`config.mk`:
```
export PLATFORM = sky130hd
export DESIGN_NAME = ucm_mode_status
export DESIGN_NICKNAME = d
export VERILOG_FILES = /design/src/ucm_pkg.sv /design/src/ucm_chan_status.sv /design/src/ucm_mode_status.sv
export SDC_FILE = /design/constraint.sdc
export NUM_CORES = 1
export LEC_CHECK = 0
export BUFFER_PORTS_ARGS = -buffer_cell sky130_fd_sc_hd__buf_2
export CORE_MARGIN = 2
export CORE_UTILIZATION = 55
export CTS_CLUSTER_DIAMETER = 30
export CTS_CLUSTER_SIZE = 14
export DETAILED_ROUTE_END_ITERATION = 16
export PLACE_DENSITY_LB_ADDON = 0.15
export SYNTH_ARGS = -nofsm -noshare
export SYNTH_HDL_FRONTEND = slang
export SYNTH_HIERARCHICAL = 1
export SYNTH_SLANG_ARGS = --single-unit
```
`constraint.sdc`:
```
create_clock -name SYS_CLK -period 3.35 [get_ports SYS_CLK]
set_input_delay 0.67 -clock SYS_CLK [delete_from_list [all_inputs] [get_ports SYS_CLK]]
set_output_delay 0.67 -clock SYS_CLK [all_outputs]
set_load 0.01 [all_outputs]
```
`src/ucm_pkg.sv`:
```
package ucm_pkg;

  // ==========================================================================
  // Register map: channel select bit and word offsets inside a channel.
  // ==========================================================================
  localparam int       FIFO_DEPTH_DEF = 8;
  localparam int       CHAN_BIT       = 4;
  localparam bit [3:0] OFS_MODE       = 4'h0;
  localparam bit [3:0] OFS_STATUS     = 4'h4;
  localparam bit [3:0] OFS_CMD        = 4'h8;
  localparam bit [3:0] OFS_BUF        = 4'hc;
  localparam bit [7:0] MODE_RST       = 8'h00;
  localparam bit [7:0] MR0_MASK_A     = 8'hf7;
  localparam bit [7:0] MR0_MASK_B     = 8'hf0;

  // ==========================================================================
  // Field positions of the three mode registers and the command register.
  // ==========================================================================
  localparam int MR0_EXT1 = 0;
  localparam int MR0_TEST = 1;
  localparam int MR0_EXT2 = 2;
  localparam int MR0_TXTL = 4;
  localparam int MR0_RXTL = 6;
  localparam int MR0_WDOG = 7;
  localparam int MR1_LEN  = 0;
  localparam int MR1_PTYP = 2;
  localparam int MR1_PMOD = 3;
  localparam int MR1_ERRM = 5;
  localparam int MR1_RXTL = 6;
  localparam int MR1_RRTS = 7;
  localparam int MR2_STOP = 0;
  localparam int MR2_CTS  = 4;
  localparam int MR2_TRTS = 5;
  localparam int MR2_LOOP = 6;
  localparam bit [1:0] EN_ON  = 2'b01;
  localparam bit [1:0] EN_OFF = 2'b10;
  localparam bit [3:0] CMD_PTR1    = 4'h1;
  localparam bit [3:0] CMD_RST_RX  = 4'h2;
  localparam bit [3:0] CMD_RST_TX  = 4'h3;
  localparam bit [3:0] CMD_CLR_ERR = 4'h4;
  localparam bit [3:0] CMD_RTS_ON  = 4'h8;
  localparam bit [3:0] CMD_RTS_OFF = 4'h9;
  localparam bit [3:0] CMD_PTR0    = 4'hb;
  localparam bit [1:0] PM_WITH  = 2'b00;
  localparam bit [1:0] PM_FORCE = 2'b01;
  localparam bit [1:0] PM_NONE  = 2'b10;
  localparam bit [1:0] PM_MDROP = 2'b11;

  // Trigger levels indexed by the two-bit select code, entry 0 first.
  localparam bit [0:3][4:0] TX_LVL8  = '{5'h08, 5'h04, 5'h06, 5'h01};
  localparam bit [0:3][4:0] TX_LVL16 = '{5'h10, 5'h06, 5'h0c, 5'h01};
  localparam bit [0:3][4:0] RX_LVL8  = '{5'h01, 5'h03, 5'h06, 5'h08};
  localparam bit [0:3][4:0] RX_LVL16 = '{5'h01, 5'h06, 5'h0c, 5'h10};

  typedef enum logic [2:0] {PTR0 = 3'b001, PTR1 = 3'b010, PTR2 = 3'b100} ucm_ptr_t;

  // One character event from the receive shifter, plus line state.
  typedef struct packed {
    logic       push;
    logic       start;
    logic       held;
    logic       line_mark;
    logic [7:0] data;
    logic       stop_ok;
    logic       any_one;
    logic       parity_bad;
    logic       tag;
  } ucm_rx_evt_t;

  typedef struct packed {
    logic pop;
    logic idle;
  } ucm_tx_evt_t;

  typedef struct packed {
    logic       valid;
    logic [7:0] data;
  } ucm_tx_push_t;

  typedef struct packed {
    logic       baud_ext1;
    logic       baud_ext2;
    logic       test_mode;
    logic       rx_timeout_en;
    logic [1:0] char_len;
    logic       parity_type;
    logic [1:0] parity_mode;
    logic       error_mode;
    logic [3:0] stop_len;
    logic [1:0] loop_mode;
    logic       rx_en;
    logic       tx_en;
    logic       tx_allow;
    logic       rx_trig;
    logic       tx_trig;
  } ucm_cfg_t;

endpackage

```
`src/ucm_chan_status.sv`:
```
`timescale 1ns/1ns
module ucm_chan_status #(
  parameter int DEPTH = 8,
  parameter int CW    = $clog2(DEPTH) + 1
) (
  input  wire logic                 clk,
  input  wire logic                 nrst,
  input  ucm_pkg::ucm_rx_evt_t      rx_evt,
  input  ucm_pkg::ucm_tx_evt_t      tx_evt,
  input  wire logic                 host_rd,
  input  wire logic                 host_wr,
  input  wire logic                 flush_rx,
  input  wire logic                 flush_tx,
  input  wire logic                 clr_err,
  input  wire logic                 tx_en,
  input  wire logic                 blk_mode,
  input  wire logic [1:0]           par_mode,
  output logic      [7:0]           status,
  output logic      [7:0]           rx_head,
  output logic      [CW-1:0]        rx_cnt,
  output logic      [CW-1:0]        tx_cnt
);
  import ucm_pkg::*;

  // Pointers wrap by overflow, so DEPTH must be a power of two.
  localparam int AW = $clog2(DEPTH);

  logic [7:0]    dat_mem [DEPTH];
  logic [2:0]    st_mem  [DEPTH];
  logic [AW-1:0] wp;
  logic [AW-1:0] rp;
  logic          brk_inh;
  logic          ovr;
  logic          tx_empty;
  logic [2:0]    acc;
  logic [2:0]    st_in;
  logic [2:0]    st_head;
  logic [2:0]    err;
  logic          is_brk;
  logic          pe_now;
  logic          push;
  logic          pop;
  logic          rx_full;

  // ==========================================================================
  // Receive character classification.
  // ==========================================================================
  assign rx_full = rx_cnt == CW'(DEPTH);
  assign is_brk  = !rx_evt.stop_ok && !rx_evt.any_one;
  assign pe_now  = (par_mode == PM_MDROP) ? rx_evt.tag :
                   rx_evt.parity_bad && (par_mode == PM_WITH || par_mode == PM_FORCE);
  assign st_in   = {is_brk, !rx_evt.stop_ok && rx_evt.any_one, pe_now};
  // A long break takes one entry only; repeats wait for the marking line.
  assign push    = rx_evt.push && !rx_full && !(is_brk && brk_inh);
  assign pop     = host_rd && rx_cnt != '0;

  // Storage has no reset; only the pointers and count define validity.
  always_ff @(posedge clk) begin
    if (push) begin
      dat_mem[wp] <= rx_evt.data;
      st_mem[wp]  <= st_in;
    end
  end

  // Pointers and occupancy of the receive FIFO.
  always_ff @(posedge clk) begin
    if (!nrst || flush_rx) begin
      wp     <= '0;
      rp     <= '0;
      rx_cnt <= '0;
    end else begin
      if (push) wp <= wp + 1'b1;
      if (pop) rp <= rp + 1'b1;
      if (push && !pop) rx_cnt <= rx_cnt + 1'b1;
      else if (pop && !push) rx_cnt <= rx_cnt - 1'b1;
    end
  end

  // Break inhibit; a new break wins over the return to marking.
  always_ff @(posedge clk) begin
    if (!nrst) brk_inh <= 1'b0;
    else if (push && is_brk) brk_inh <= 1'b1;
    else if (rx_evt.line_mark) brk_inh <= 1'b0;
  end

  // Overrun is sticky until the reset-error command; a new event wins.
  always_ff @(posedge clk) begin
    if (!nrst) ovr <= 1'b0;
    else if (rx_evt.start && rx_full && rx_evt.held) ovr <= 1'b1;
    else if (clr_err) ovr <= 1'b0;
  end

  // Accumulated error bits for block mode.
  always_ff @(posedge clk) begin
    if (!nrst) acc <= '0;
    else if (push) acc <= acc | st_in;
    else if (clr_err) acc <= '0;
  end

  // Transmit FIFO occupancy; the data itself lives in the transmitter.
  always_ff @(posedge clk) begin
    if (!nrst || flush_tx) tx_cnt <= '0;
    else if (host_wr && tx_cnt != CW'(DEPTH) && !(tx_evt.pop && tx_cnt != '0))
      tx_cnt <= tx_cnt + 1'b1;
    else if (tx_evt.pop && tx_cnt != '0 && !(host_wr && tx_cnt != CW'(DEPTH)))
      tx_cnt <= tx_cnt - 1'b1;
  end

  // Transmit empty; the idle event wins over a disable in the same cycle.
  always_ff @(posedge clk) begin
    if (!nrst) tx_empty <= 1'b0;
    else if (tx_evt.idle && tx_cnt == '0 && !host_wr) tx_empty <= 1'b1;
    else if (host_wr || !tx_en) tx_empty <= 1'b0;
  end

  // ==========================================================================
  // Status byte as software sees it.
  // ==========================================================================
  assign st_head = st_mem[rp];
  assign rx_head = dat_mem[rp];
  assign err     = blk_mode ? acc : st_head;
  assign status  = {err[2], err[1], (par_mode == PM_MDROP) ? st_head[0] : err[0], ovr,
                    tx_empty, tx_en && tx_cnt != CW'(DEPTH), rx_full, rx_cnt != '0};

endmodule // ucm_chan_status

```
`src/ucm_mode_status.sv`:
```
`timescale 1ns/1ns
// Functional notes
// - Mode registers follow a pointer: command B selects 0, reset or 1 select 1.
// - Channel A mode 0 bits 0 and 2 pick extended baud tables for both channels.
// - Unused mode 0 bits ignore writes: bit 3 on A, bits 3..0 on B.
// - Eight-deep transmit trigger codes give 8, 4, 6, 1 empty locations.
// - Sixteen-deep transmit trigger codes give 16, 6, 12, 1 empty locations.
// - Mode 0 bit 7 enables the receive timeout function; off after reset.
// - Mode 1 bit 2 is parity sense, or the sent tag in multidrop.
// - Mode 1 bits 4..3: with, forced, no parity, or multidrop.
// - Mode 1 bit 5 picks per-character or accumulated error reporting.
// - Auto receive or transmit RTS drives the channel's active-low RTS output.
// - Mode 2 bits 3..0 set stop length in sixteenths of a bit.
// - Mode 2 bit 4 lets CTS gate the transmitter; off after reset.
// - Mode 2 bits 7..6 pick none, echo, local or remote loopback.
// - Receive ready sets on first character, clears when FIFO read empty.
// - FIFO full sets when filled; any read clears it, since a push is blocked while full.
// - Transmit ready is high while the transmitter is enabled and its FIFO has room.
// - Transmit empty sets after last stop bit; write or disable clears.
// - Overrun sets on start bit with full FIFO and waiting character.
// - Parity error in parity modes; in multidrop the bit holds the tag.
// - Framing error when stop sample is low and any bit was one.
// - A break takes one FIFO entry; more wait for a marking line.
module ucm_mode_status #(
  parameter int DEPTH = ucm_pkg::FIFO_DEPTH_DEF
) (
  input  wire logic                  SYS_CLK,
  input  wire logic                  NRST,
  input  wire logic [4:0]            AVS_ADDRESS,
  input  wire logic                  AVS_READ,
  input  wire logic                  AVS_WRITE,
  input  wire logic [31:0]           AVS_WRITEDATA,
  input  wire logic [3:0]            AVS_BYTEENABLE,
  output logic      [31:0]           AVS_READDATA,
  output logic                       AVS_WAITREQUEST,
  input  ucm_pkg::ucm_rx_evt_t       RX_EVT_A,
  input  ucm_pkg::ucm_rx_evt_t       RX_EVT_B,
  input  ucm_pkg::ucm_tx_evt_t       TX_EVT_A,
  input  ucm_pkg::ucm_tx_evt_t       TX_EVT_B,
  input  wire logic                  CTS_N_A,
  input  wire logic                  CTS_N_B,
  output ucm_pkg::ucm_tx_push_t      TX_PUSH_A,
  output ucm_pkg::ucm_tx_push_t      TX_PUSH_B,
  output ucm_pkg::ucm_cfg_t          CFG_A,
  output ucm_pkg::ucm_cfg_t          CFG_B,
  output logic                       GENERAL_OUTPUT_ZERO_N,
  output logic                       GENERAL_OUTPUT_ONE_N
);
  import ucm_pkg::*;

  localparam int CW = $clog2(DEPTH) + 1;

  // ==========================================================================
  // Declarations.
  // ==========================================================================
  logic          wait_req;
  logic [31:0]   rd_data;
  logic [31:0]   next_rd_data;
  logic          go;
  logic          wr_ok;
  logic          chan;
  logic [3:0]    sub;
  logic [3:0]    misc;
  logic [7:0]    mr0     [2];
  logic [7:0]    mr1     [2];
  logic [7:0]    mr2     [2];
  ucm_ptr_t      ptr     [2];
  logic          rx_en   [2];
  logic          tx_en   [2];
  logic          rts_n   [2];
  ucm_cfg_t      cfg     [2];
  ucm_tx_push_t  tx_push [2];
  ucm_rx_evt_t   rx_evt  [2];
  ucm_tx_evt_t   tx_evt  [2];
  logic          cts_n   [2];
  logic [7:0]    status  [2];
  logic [7:0]    rx_head [2];
  logic [CW-1:0] rx_cnt  [2];
  logic [CW-1:0] tx_cnt  [2];
  logic          sel     [2];
  logic          mode_acc[2];
  logic          cmd_wr  [2];
  logic          host_rd [2];
  logic          host_wr [2];
  logic          flush_rx[2];
  logic          flush_tx[2];
  logic          clr_err [2];

  // ==========================================================================
  // Bus slave handshake.
  // ==========================================================================
  // A request is acted on at the first edge that sees it with waitrequest high;
  // waitrequest then drops for one cycle so the master samples the answer.
  assign go    = (AVS_READ || AVS_WRITE) && wait_req;
  assign wr_ok = AVS_WRITE && AVS_BYTEENABLE[0];
  assign chan  = AVS_ADDRESS[CHAN_BIT];
  assign sub   = AVS_ADDRESS[3:0];
  assign misc  = AVS_WRITEDATA[7:4];

  assign AVS_WAITREQUEST = wait_req;
  assign AVS_READDATA    = rd_data;

  // Waitrequest toggles low for exactly one cycle per request.
  always_ff @(posedge SYS_CLK) begin
    if (!NRST) wait_req <= 1'b1;
    else if (go) wait_req <= 1'b0;
    else wait_req <= 1'b1;
  end

  // Read data is captured at the acting edge and held until the next read.
  always_ff @(posedge SYS_CLK) begin
    if (!NRST) rd_data <= '0;
    else if (go && AVS_READ) rd_data <= next_rd_data;
  end

  // Per-channel access strobes, all qualified by the acting edge.
  always_comb begin
    for (int c = 0; c < 2; c++) begin
      sel[c]      = go && (chan == c[0]);
      mode_acc[c] = sel[c] && sub == OFS_MODE && (AVS_READ || wr_ok);
      cmd_wr[c]   = sel[c] && sub == OFS_CMD && wr_ok;
      host_rd[c]  = sel[c] && sub == OFS_BUF && AVS_READ;
      host_wr[c]  = sel[c] && sub == OFS_BUF && wr_ok;
      flush_rx[c] = cmd_wr[c] && misc == CMD_RST_RX;
      flush_tx[c] = cmd_wr[c] && misc == CMD_RST_TX;
      clr_err[c]  = cmd_wr[c] && misc == CMD_CLR_ERR;
    end
  end

  // Read decode; reserved and misaligned offsets read as zero.
  always_comb begin
    next_rd_data = '0;
    if (sub == OFS_MODE) begin
      case (ptr[chan])
        PTR0:    next_rd_data[7:0] = mr0[chan];
        PTR1:    next_rd_data[7:0] = mr1[chan];
        PTR2:    next_rd_data[7:0] = mr2[chan];
        default: next_rd_data[7:0] = 8'h00;
      endcase
    end else if (sub == OFS_STATUS) begin
      next_rd_data[7:0] = status[chan];
    end else if (sub == OFS_BUF) begin
      next_rd_data[7:0] = rx_head[chan];
    end
  end

  // ==========================================================================
  // Mode registers and their pointer.
  // ==========================================================================
  // Writes land in the register the pointer names; channel B has no baud bits.
  always_ff @(posedge SYS_CLK) begin
    for (int c = 0; c < 2; c++) begin
      if (!NRST) begin
        mr0[c] <= MODE_RST;
        mr1[c] <= MODE_RST;
        mr2[c] <= MODE_RST;
      end else if (mode_acc[c] && AVS_WRITE) begin
        case (ptr[c])
          PTR0: mr0[c] <= AVS_WRITEDATA[7:0] & ((c == 0) ? MR0_MASK_A : MR0_MASK_B);
          PTR1: mr1[c] <= AVS_WRITEDATA[7:0];
          PTR2: mr2[c] <= AVS_WRITEDATA[7:0];
          default: mr2[c] <= mr2[c];
        endcase
      end
    end
  end

  // Pointer walks 0 to 1 to 2 on any access and parks at 2.
  always_ff @(posedge SYS_CLK) begin
    for (int c = 0; c < 2; c++) begin
      if (!NRST) ptr[c] <= PTR1;
      else if (cmd_wr[c] && misc == CMD_PTR0) ptr[c] <= PTR0;
      else if (cmd_wr[c] && misc == CMD_PTR1) ptr[c] <= PTR1;
      else if (mode_acc[c]) begin
        case (ptr[c])
          PTR0:    ptr[c] <= PTR1;
          PTR1:    ptr[c] <= PTR2;
          PTR2:    ptr[c] <= PTR2;
          default: ptr[c] <= PTR1;
        endcase
      end
    end
  end

  // ==========================================================================
  // Commands: enables and flow-control output.
  // ==========================================================================
  // Resetting a side also disables it; enable and disable bits are exclusive.
  always_ff @(posedge SYS_CLK) begin
    for (int c = 0; c < 2; c++) begin
      if (!NRST) begin
        rx_en[c] <= 1'b0;
        tx_en[c] <= 1'b0;
      end else if (cmd_wr[c]) begin
        if (flush_rx[c] || AVS_WRITEDATA[1:0] == EN_OFF) rx_en[c] <= 1'b0;
        else if (AVS_WRITEDATA[1:0] == EN_ON) rx_en[c] <= 1'b1;
        if (flush_tx[c] || AVS_WRITEDATA[3:2] == EN_OFF) tx_en[c] <= 1'b0;
        else if (AVS_WRITEDATA[3:2] == EN_ON) tx_en[c] <= 1'b1;
      end
    end
  end

  // Active-low RTS: manual commands first, then automatic receive mode, then automatic transmit mode.
  // Receive mode drops RTS while the FIFO is full and raises it once drained;
  // transmit mode holds RTS while data is queued and releases it when empty.
  always_ff @(posedge SYS_CLK) begin
    for (int c = 0; c < 2; c++) begin
      if (!NRST) rts_n[c] <= 1'b1;
      else if (cmd_wr[c] && misc == CMD_RTS_ON) rts_n[c] <= 1'b0;
      else if (cmd_wr[c] && misc == CMD_RTS_OFF) rts_n[c] <= 1'b1;
      else if (mr1[c][MR1_RRTS]) begin
        if (rx_cnt[c] == CW'(DEPTH)) rts_n[c] <= 1'b1;
        else if (rx_cnt[c] == '0) rts_n[c] <= 1'b0;
      end else if (mr2[c][MR2_TRTS]) begin
        if (tx_cnt[c] != '0) rts_n[c] <= 1'b0;
        else if (status[c][3]) rts_n[c] <= 1'b1;
      end
    end
  end

  assign GENERAL_OUTPUT_ZERO_N = rts_n[0];
  assign GENERAL_OUTPUT_ONE_N  = rts_n[1];

  // ==========================================================================
  // Transmit data hand-off to the transmitter's FIFO.
  // ==========================================================================
  // A write into a full FIFO is dropped, as the transmitter has no room.
  always_ff @(posedge SYS_CLK) begin
    for (int c = 0; c < 2; c++) begin
      if (!NRST) tx_push[c] <= '0;
      else begin
        tx_push[c].valid <= host_wr[c] && tx_cnt[c] != CW'(DEPTH);
        if (host_wr[c]) tx_push[c].data <= AVS_WRITEDATA[7:0];
      end
    end
  end

  assign TX_PUSH_A = tx_push[0];
  assign TX_PUSH_B = tx_push[1];

  // ==========================================================================
  // Configuration outputs to the serial engines, registered once.
  // ==========================================================================
  // The trigger flags lag the counts by one cycle, traded for clean outputs.
  always_ff @(posedge SYS_CLK) begin
    for (int c = 0; c < 2; c++) begin
      if (!NRST) cfg[c] <= '0;
      else begin
        cfg[c].baud_ext1     <= mr0[0][MR0_EXT1];
        cfg[c].baud_ext2     <= mr0[0][MR0_EXT2];
        cfg[c].test_mode     <= mr0[0][MR0_TEST];
        cfg[c].rx_timeout_en <= mr0[c][MR0_WDOG];
        cfg[c].char_len      <= mr1[c][MR1_LEN +: 2];
        cfg[c].parity_type   <= mr1[c][MR1_PTYP];
        cfg[c].parity_mode   <= mr1[c][MR1_PMOD +: 2];
        cfg[c].error_mode    <= mr1[c][MR1_ERRM];
        cfg[c].stop_len      <= mr2[c][MR2_STOP +: 4];
        cfg[c].loop_mode     <= mr2[c][MR2_LOOP +: 2];
        cfg[c].rx_en         <= rx_en[c];
        cfg[c].tx_en         <= tx_en[c];
        cfg[c].tx_allow      <= tx_en[c] && (!mr2[c][MR2_CTS] || !cts_n[c]);
        if (DEPTH == 16) begin
          cfg[c].rx_trig <= rx_cnt[c] >= CW'(RX_LVL16[{mr0[c][MR0_RXTL], mr1[c][MR1_RXTL]}]);
          cfg[c].tx_trig <= CW'(DEPTH) - tx_cnt[c] >=
                            CW'(TX_LVL16[mr0[c][MR0_TXTL +: 2]]);
        end else begin
          cfg[c].rx_trig <= rx_cnt[c] >=
                            CW'(RX_LVL8[{mr0[c][MR0_RXTL], mr1[c][MR1_RXTL]}]);
          cfg[c].tx_trig <= CW'(DEPTH) - tx_cnt[c] >= CW'(TX_LVL8[mr0[c][MR0_TXTL +: 2]]);
        end
      end
    end
  end

  assign CFG_A = cfg[0];
  assign CFG_B = cfg[1];

  // ==========================================================================
  // Per-channel receive FIFO and status flags.
  // ==========================================================================
  assign rx_evt[0] = RX_EVT_A;
  assign rx_evt[1] = RX_EVT_B;
  assign tx_evt[0] = TX_EVT_A;
  assign tx_evt[1] = TX_EVT_B;
  assign cts_n[0]  = CTS_N_A;
  assign cts_n[1]  = CTS_N_B;

  for (genvar g = 0; g < 2; g++) begin : g_chan
    ucm_chan_status #(
      .DEPTH (DEPTH),
      .CW    (CW)
    ) u_stat (
      .clk      (SYS_CLK),
      .nrst     (NRST),
      .rx_evt   (rx_evt[g]),
      .tx_evt   (tx_evt[g]),
      .host_rd  (host_rd[g]),
      .host_wr  (host_wr[g]),
      .flush_rx (flush_rx[g]),
      .flush_tx (flush_tx[g]),
      .clr_err  (clr_err[g]),
      .tx_en    (tx_en[g]),
      .blk_mode (mr1[g][MR1_ERRM]),
      .par_mode (mr1[g][MR1_PMOD +: 2]),
      .status   (status[g]),
      .rx_head  (rx_head[g]),
      .rx_cnt   (rx_cnt[g]),
      .tx_cnt   (tx_cnt[g])
    );
  end

endmodule // ucm_mode_status

```
### Yosys cells after proc, flatten, opt, wreduce, memory -nomap -nowiden

Memories as Yosys holds them, arrays and structs flattened. A register that Yosys moved wholly into a read port is not among the register bits.
Cells that the tools add are included.

| word-level totals | value |
|---|---|
| register bits after elaboration | 49 |
| memory bits (writable) | 294 |
| output and inout bits | 95 |
| word-level logic and storage cells | 645 |
| memories kept | 13 |

| cells by class | value |
|---|---|
| add/subtract/negate cells | 14 |
| $lt $le $gt $ge | 9 |
| equal/unequal tests | 31 |
| muxes and demuxes | 337 |
| bitwise gates (word level) | 82 |
| reduce and logical (&&, ||, !) cells | 141 |

Memories:

| name | words | width | rd ports | clocked after memory_dff | wr ports | RTL line | RTL |
|---|---|---|---|---|---|---|---|
| g_chan[0].u_stat.dat_mem | 8 | 8 | 1 | 1 | 1 | ucm_chan_status.sv:28 | `logic [7:0] dat_mem [DEPTH];` |
| g_chan[1].u_stat.dat_mem | 8 | 8 | 1 | 1 | 1 | ucm_chan_status.sv:28 |  |
| cfg | 2 | 21 | 2 | 0 | 2 | ucm_mode_status.sv:71 | `ucm_cfg_t cfg [2];` |
| g_chan[0].u_stat.st_mem | 8 | 3 | 1 | 1 | 1 | ucm_chan_status.sv:29 | `logic [2:0] st_mem [DEPTH];` |
| g_chan[1].u_stat.st_mem | 8 | 3 | 1 | 1 | 1 | ucm_chan_status.sv:29 |  |
| tx_push | 2 | 9 | 2 | 0 | 2 | ucm_mode_status.sv:72 | `ucm_tx_push_t tx_push [2];` |
| 7 more memories | -- | -- | -- | -- | -- | -- |  |

Operator list:

| operator | count |
|---|---|
| $mux 1 | 263 |
| $mux 8 | 17 |
| $mux 3 | 26 |
| $logic_and 1x1->1 | 75 |
| $or 1x1->1 | 74 |
| $mux 4 | 18 |
| $bmux 5 s2 | 4 |
| $eq 4x4->1 const B | 7 |
| $logic_not 1->1 | 25 |
| $pmux 8 s3 | 1 |
| $reduce_bool 2->1 | 12 |
| $logic_not 4->1 | 5 |
| $add 4x1->4 const B | 4 |
| $ge 4x4->1 | 4 |
| $logic_or 1x1->1 | 16 |
| $reduce_bool 4->1 | 4 |
| $sub 4x1->4 const B | 4 |
| $mux 7 | 2 |
| $add 3x1->3 const B | 4 |
| $ge 3x3->1 const B | 4 |
| $mux 2 | 6 |
| $not 2->3 | 4 |
| $eq 3x1->1 const B | 3 |
| $eq 3x2->1 const B | 3 |
| 14 further kinds | 29 |

### Logic depth before layout (Yosys ltp)

| depth | value |
|---|---|
| depth after elaboration | 15 |
| gate-level depth with buffers | 11 |

### Modules after synthesis

Netlist, hierarchy kept.

Modules (own cells, without submodules):

| module | times used | cells each | area each (sq um) | sequential area each (sq um) |
|---|---|---|---|---|
| ucm_mode_status | 1 | 592 | 6,207.2 | 3,173.0 |
| ucm_chan_status (g_chan[0].u_stat) | 1 | 281 | 4,631.9 | 3,103.0 |
| ucm_chan_status (g_chan[1].u_stat) | 1 | 281 | 4,630.7 | 3,103.0 |

### Least setup slack after synthesis

No wires, ideal clock.

| timing | value |
|---|---|
| path type | input to register |
| start | in AVS_ADDRESS[1] |
| end | mem mr2[1][0] (enable) |
| arrival time | 2.713 ns |
| required time | 2.952 ns |
| path slack | 0.239 ns |
| stages | 5 |
| path buffers | 0 |
| path through | or3_1 nor2_1 o21a_1 nand4_1 o41ai_1 |

RTL lines:

| what | RTL line | RTL |
|---|---|---|
| start, declared | ucm_mode_status.sv:29 | `input wire logic [4:0] AVS_ADDRESS,` |
| end, declared | ucm_mode_status.sv:66 | `logic [7:0] mr2 [2];` |

### Worst setup path in the final report

| timing | value |
|---|---|
| start | reg g_chan[0].u_stat.rx_cnt[0] |
| end | reg g_chan[0].u_stat.rx_cnt[3] |

| between the ends | value |
|---|---|
| longest elaborated chain between the ends | 7 |

RTL lines:

| what | RTL line | RTL |
|---|---|---|
| start, declared | ucm_chan_status.sv:20 | `output logic [CW-1:0] rx_cnt,` |
| start signal, assigned | ucm_chan_status.sv:74 | `if (push && !pop) rx_cnt <= rx_cnt + 1'b1;` |
| start signal, assigned | ucm_chan_status.sv:75 | `else if (pop && !push) rx_cnt <= rx_cnt - 1'b1;` |
| $eq 4x4->1 * | ucm_chan_status.sv:48 | `assign rx_full = rx_cnt == CW'(DEPTH);` |
| $logic_not 1->1 * | ucm_chan_status.sv:54 | `assign push = rx_evt.push && !rx_full && !(is_brk && brk_inh);` |
| $logic_and 1x1->1 * (2 in series) | ucm_chan_status.sv:54 |  |
| via g_chan[0].u_stat.push | ucm_chan_status.sv:41 | `logic push;` |
| $logic_not 1->1 | ucm_chan_status.sv:75 |  |
| $logic_and 1x1->1 | ucm_chan_status.sv:75 |  |
| $reduce_bool 2->1 (no source line) | -- |  |

Mark *: on every way through the listed nets, which the timed path passes. The rest lies on a longest branch. The select of a mux whose other input is x is not followed.
A chain may end at the register's enable or synchronous reset.

==> reports/results.tsv <==
metric	value	unit
status	completed	
drive_gt1_share	24.87	%
seqPwrFrac	37.4	%
fin_crit_sh	85.92	%
fin_util	68.55	%
grt_max_degree	45	
syn_avg_cell_area	13.41	sq um
regToRegEndpoint	g_chan[0].u_stat/rx_cnt[3]	
via_per_inst	5.540	
cts_root_buffer	clkbuf_16	
rows	61	
place_inst	1653	
finalNonFillerCells	1778	
routedWlPerCell	20.15	um
finalHoldViolations	0	
htree_num_levels	3	
power_per_cell_area	718.7	nW/um^2
reg2reg_slack	0.47	ns
critPathCapture	g_chan[0].u_stat/rx_cnt[3]	
start_kind	register	
nets	1475	
overflow	0	
vias	9850	
drt_iter0_markers	776	
ios	178	
fmax	0.3474	GHz
fin_setup_tns	0	ns
fin_crit	2.878	ns
ant_nets	0	
dp_slack	0.1084	ns
clockBufferDepth	3	
maxCapViolCount	0	
clkSlewWorstSetupHoldPaths	0.05	ns
endpoint_kind	register	
cp.required	3.79	ns
seq_area_frac_synth	60.63	%
die_h	171.7	um
postCtsSetupBuffers	0	
yosysTopAreaCell	edfxtp_1	
synthCells	1154	
async_flop_share	0	%
hold_buffers	0	
io_buffer_count	126	
antenna_found_initial	2	
p_total	13.65	mW
r2r-start	g_chan[0].u_stat/rx_cnt[0]	
hpwlAfterDp	24.20	mm
reg2reg_depth	10	
p_leak	7.267	nW
wl	35.83	mm
core-area	27710	sq um
irDropWorstVdd	0.0005438	V
yosysWarnings	6	
die_x	171.7	um
setup_viol_count_final	0	
syn_to_final_growth	22.77	%
worst_slew_pin_slew	1.074	ns
cp.arrival	3.32	ns
cts.repair.resized	0	
path_class	register to register	
p_sw	3.335	mW
cts_buffers	67	
synth-seq-cells	346	
internal_power	10.31	mW
grt_pass1_vias	9818	
rsz0062_at_grt	false	
crit_path_max_fanout	7	
cts.sinks	346	
finClkSkew	0.02782	ns
cts_tree	done	
postLayoutCellArea	18990	sq um
synth_area_leaders	edfxtp_1 (48%), dfxtp_1 (13%), and2_1 (3.7%)	
synth_top_area_share	47.56	%
power_frac_comb	10.7	%
first_pass_iters	5	
grt_pass1_wl	54.79	mm
clock_latency	0.57	ns
start_util	55.84	%
synth_flop_cell	edfxtp_1	
relSlewSlack	27.88	%
place_congestion	0.9273	
worstSetupStartpoint	g_chan[0].u_stat/rx_cnt[0]	
hold_path_class	input port to register	
dpl_cell_area	16560	sq um
grt_use_total	25.11	%
whs	0.2810	ns
p_clk_share	51.9	%
synthDistinctLibCells	65	
slew_viol_final	0	
drc	0	
synth_enable_flop_cells	245	
swShare	24.43	%
dieArea	29480	sq um
syn_area	15470	sq um
fin_ws	0.4717	ns
registers in the layout (all words and copies together) (netlist names), 8 cells and up, named ones only:
register               cells
g_chan.u_stat/dat_mem    128
g_chan.u_stat/st_mem      48
cfg                       42
tx_push                   18
mr1                       16
mr2                       16
mr0                       11
AVS_READDATA               8
g_chan.u_stat/rx_cnt       8
g_chan.u_stat/tx_cnt       8
routing by layer:
metal	part of all wire [%]	GRT usage [%]	vias up
met5	0.036	0	-
met4	4.4	12.86	2
met3	7.0	4.763	105
met2	49	41.35	397
met1	40	31.85	4690
li1	-	-	4656
worst max-delay path: stages, from the launching register on:
cell and delay, ns:
dfxtp_1 0.39, or4b_4 0.63, nand3_4 0.16, inv_2 0.09, ha_1 0.21, inv_1 0.14
ha_1 0.29, a21oi_1 0.22, a211oi_1 0.10, a31oi_1 0.17, mux2_2 0.35
cells by family after synthesis:
logic type	Yosys count	synth area share (%)
xor+xnor	25	1.415
compound gates	155	6.745
simple gates	357	12.77
buf+inv	122	4.262
other cells	1	0.02424
mux	100	10.08
flops	346	60.63
fa+ha+maj	48	4.076
power groups by stage:
stage               sequential (mW)  combinational, mW  clock [mW]
floorplan                      5.13               1.04           0
global placement               5.18               1.42           0
detailed placement             5.19               1.46           0
CTS                            5.11               1.47        7.18
global route                   5.14               1.64        7.40
finish                         5.11               1.46        7.08
worst min path at each step:
| stage | from | end | slack, ns | depth (start not counted) |
|---|---|---|---|---|
| floorplan | rx_en[0] | cfg[0][4] | 0.43 | 1 |
| global placement | g_chan[0].u_stat/acc[0] | g_chan[0].u_stat/acc[0] | 0.45 | 2 |
| detailed placement | rx_en[0] | cfg[0][4] | 0.46 | 1 |
| CTS | CTS_N_A | cfg[0][2] | 0.26 | 2 |
| global route | CTS_N_A | cfg[0][2] | 0.27 | 2 |
| finish | CTS_N_A | cfg[0][2] | 0.28 | 2 |
cells in the mapped netlist (all sizes together) (30+ instances only):
library cell  count
nor2             92
nand2            35
ha               44
o21ai            34
inv              48
buf              44
and2             92
clkbuf           30
edfxtp          245
mux4             38
dfxtp           101
mux2i            44
placed cells by master, fill, tap and decap left out, types with 5 or more instances in the layout:
master	instances
a211oi_1	10
a21boi_0	11
a21o_1	8
a21oi_1	27
a22oi_1	10
a31oi_1	5
a32o_1	5
a32oi_1	6
and2_1	92
and3_1	12
buf_2	126
buf_4	46
bufinv_16	12
clkbuf_1	7
clkbuf_16	70
clkinv_2	12
conb_1	24
dfxtp_1	101
edfxtp_1	245
ha_1	44
inv_1	46
mux2_2	18
mux2i_1	44
mux4_1	16
mux4_2	22
nand2_1	35
nand2b_1	24
nand3_1	25
nand3b_1	5
nand4_1	7
nor2_1	91
nor2b_1	10
nor3_1	23
o21ai_0	26
o21ai_1	6
o221ai_1	5
o22ai_1	8
o31ai_1	10
xnor2_1	12
xor2_1	13
area by class of cell:
| type | count | area [sq um] |
|---|---|---|
| multi-input combinational | 709 | 5548 |
| tap | 378 | 473.0 |
| timing repair buffer | 172 | 975.9 |
| fill | 1988 | 8713 |
| sequential | 346 | 9379 |
| clock buffer | 77 | 1778 |
| inverter | 48 | 180.2 |
| antenna | 1 | 2.502 |
| clock inverter | 47 | 655.6 |
Note: power is estimated with default switching activity, not from simulation.
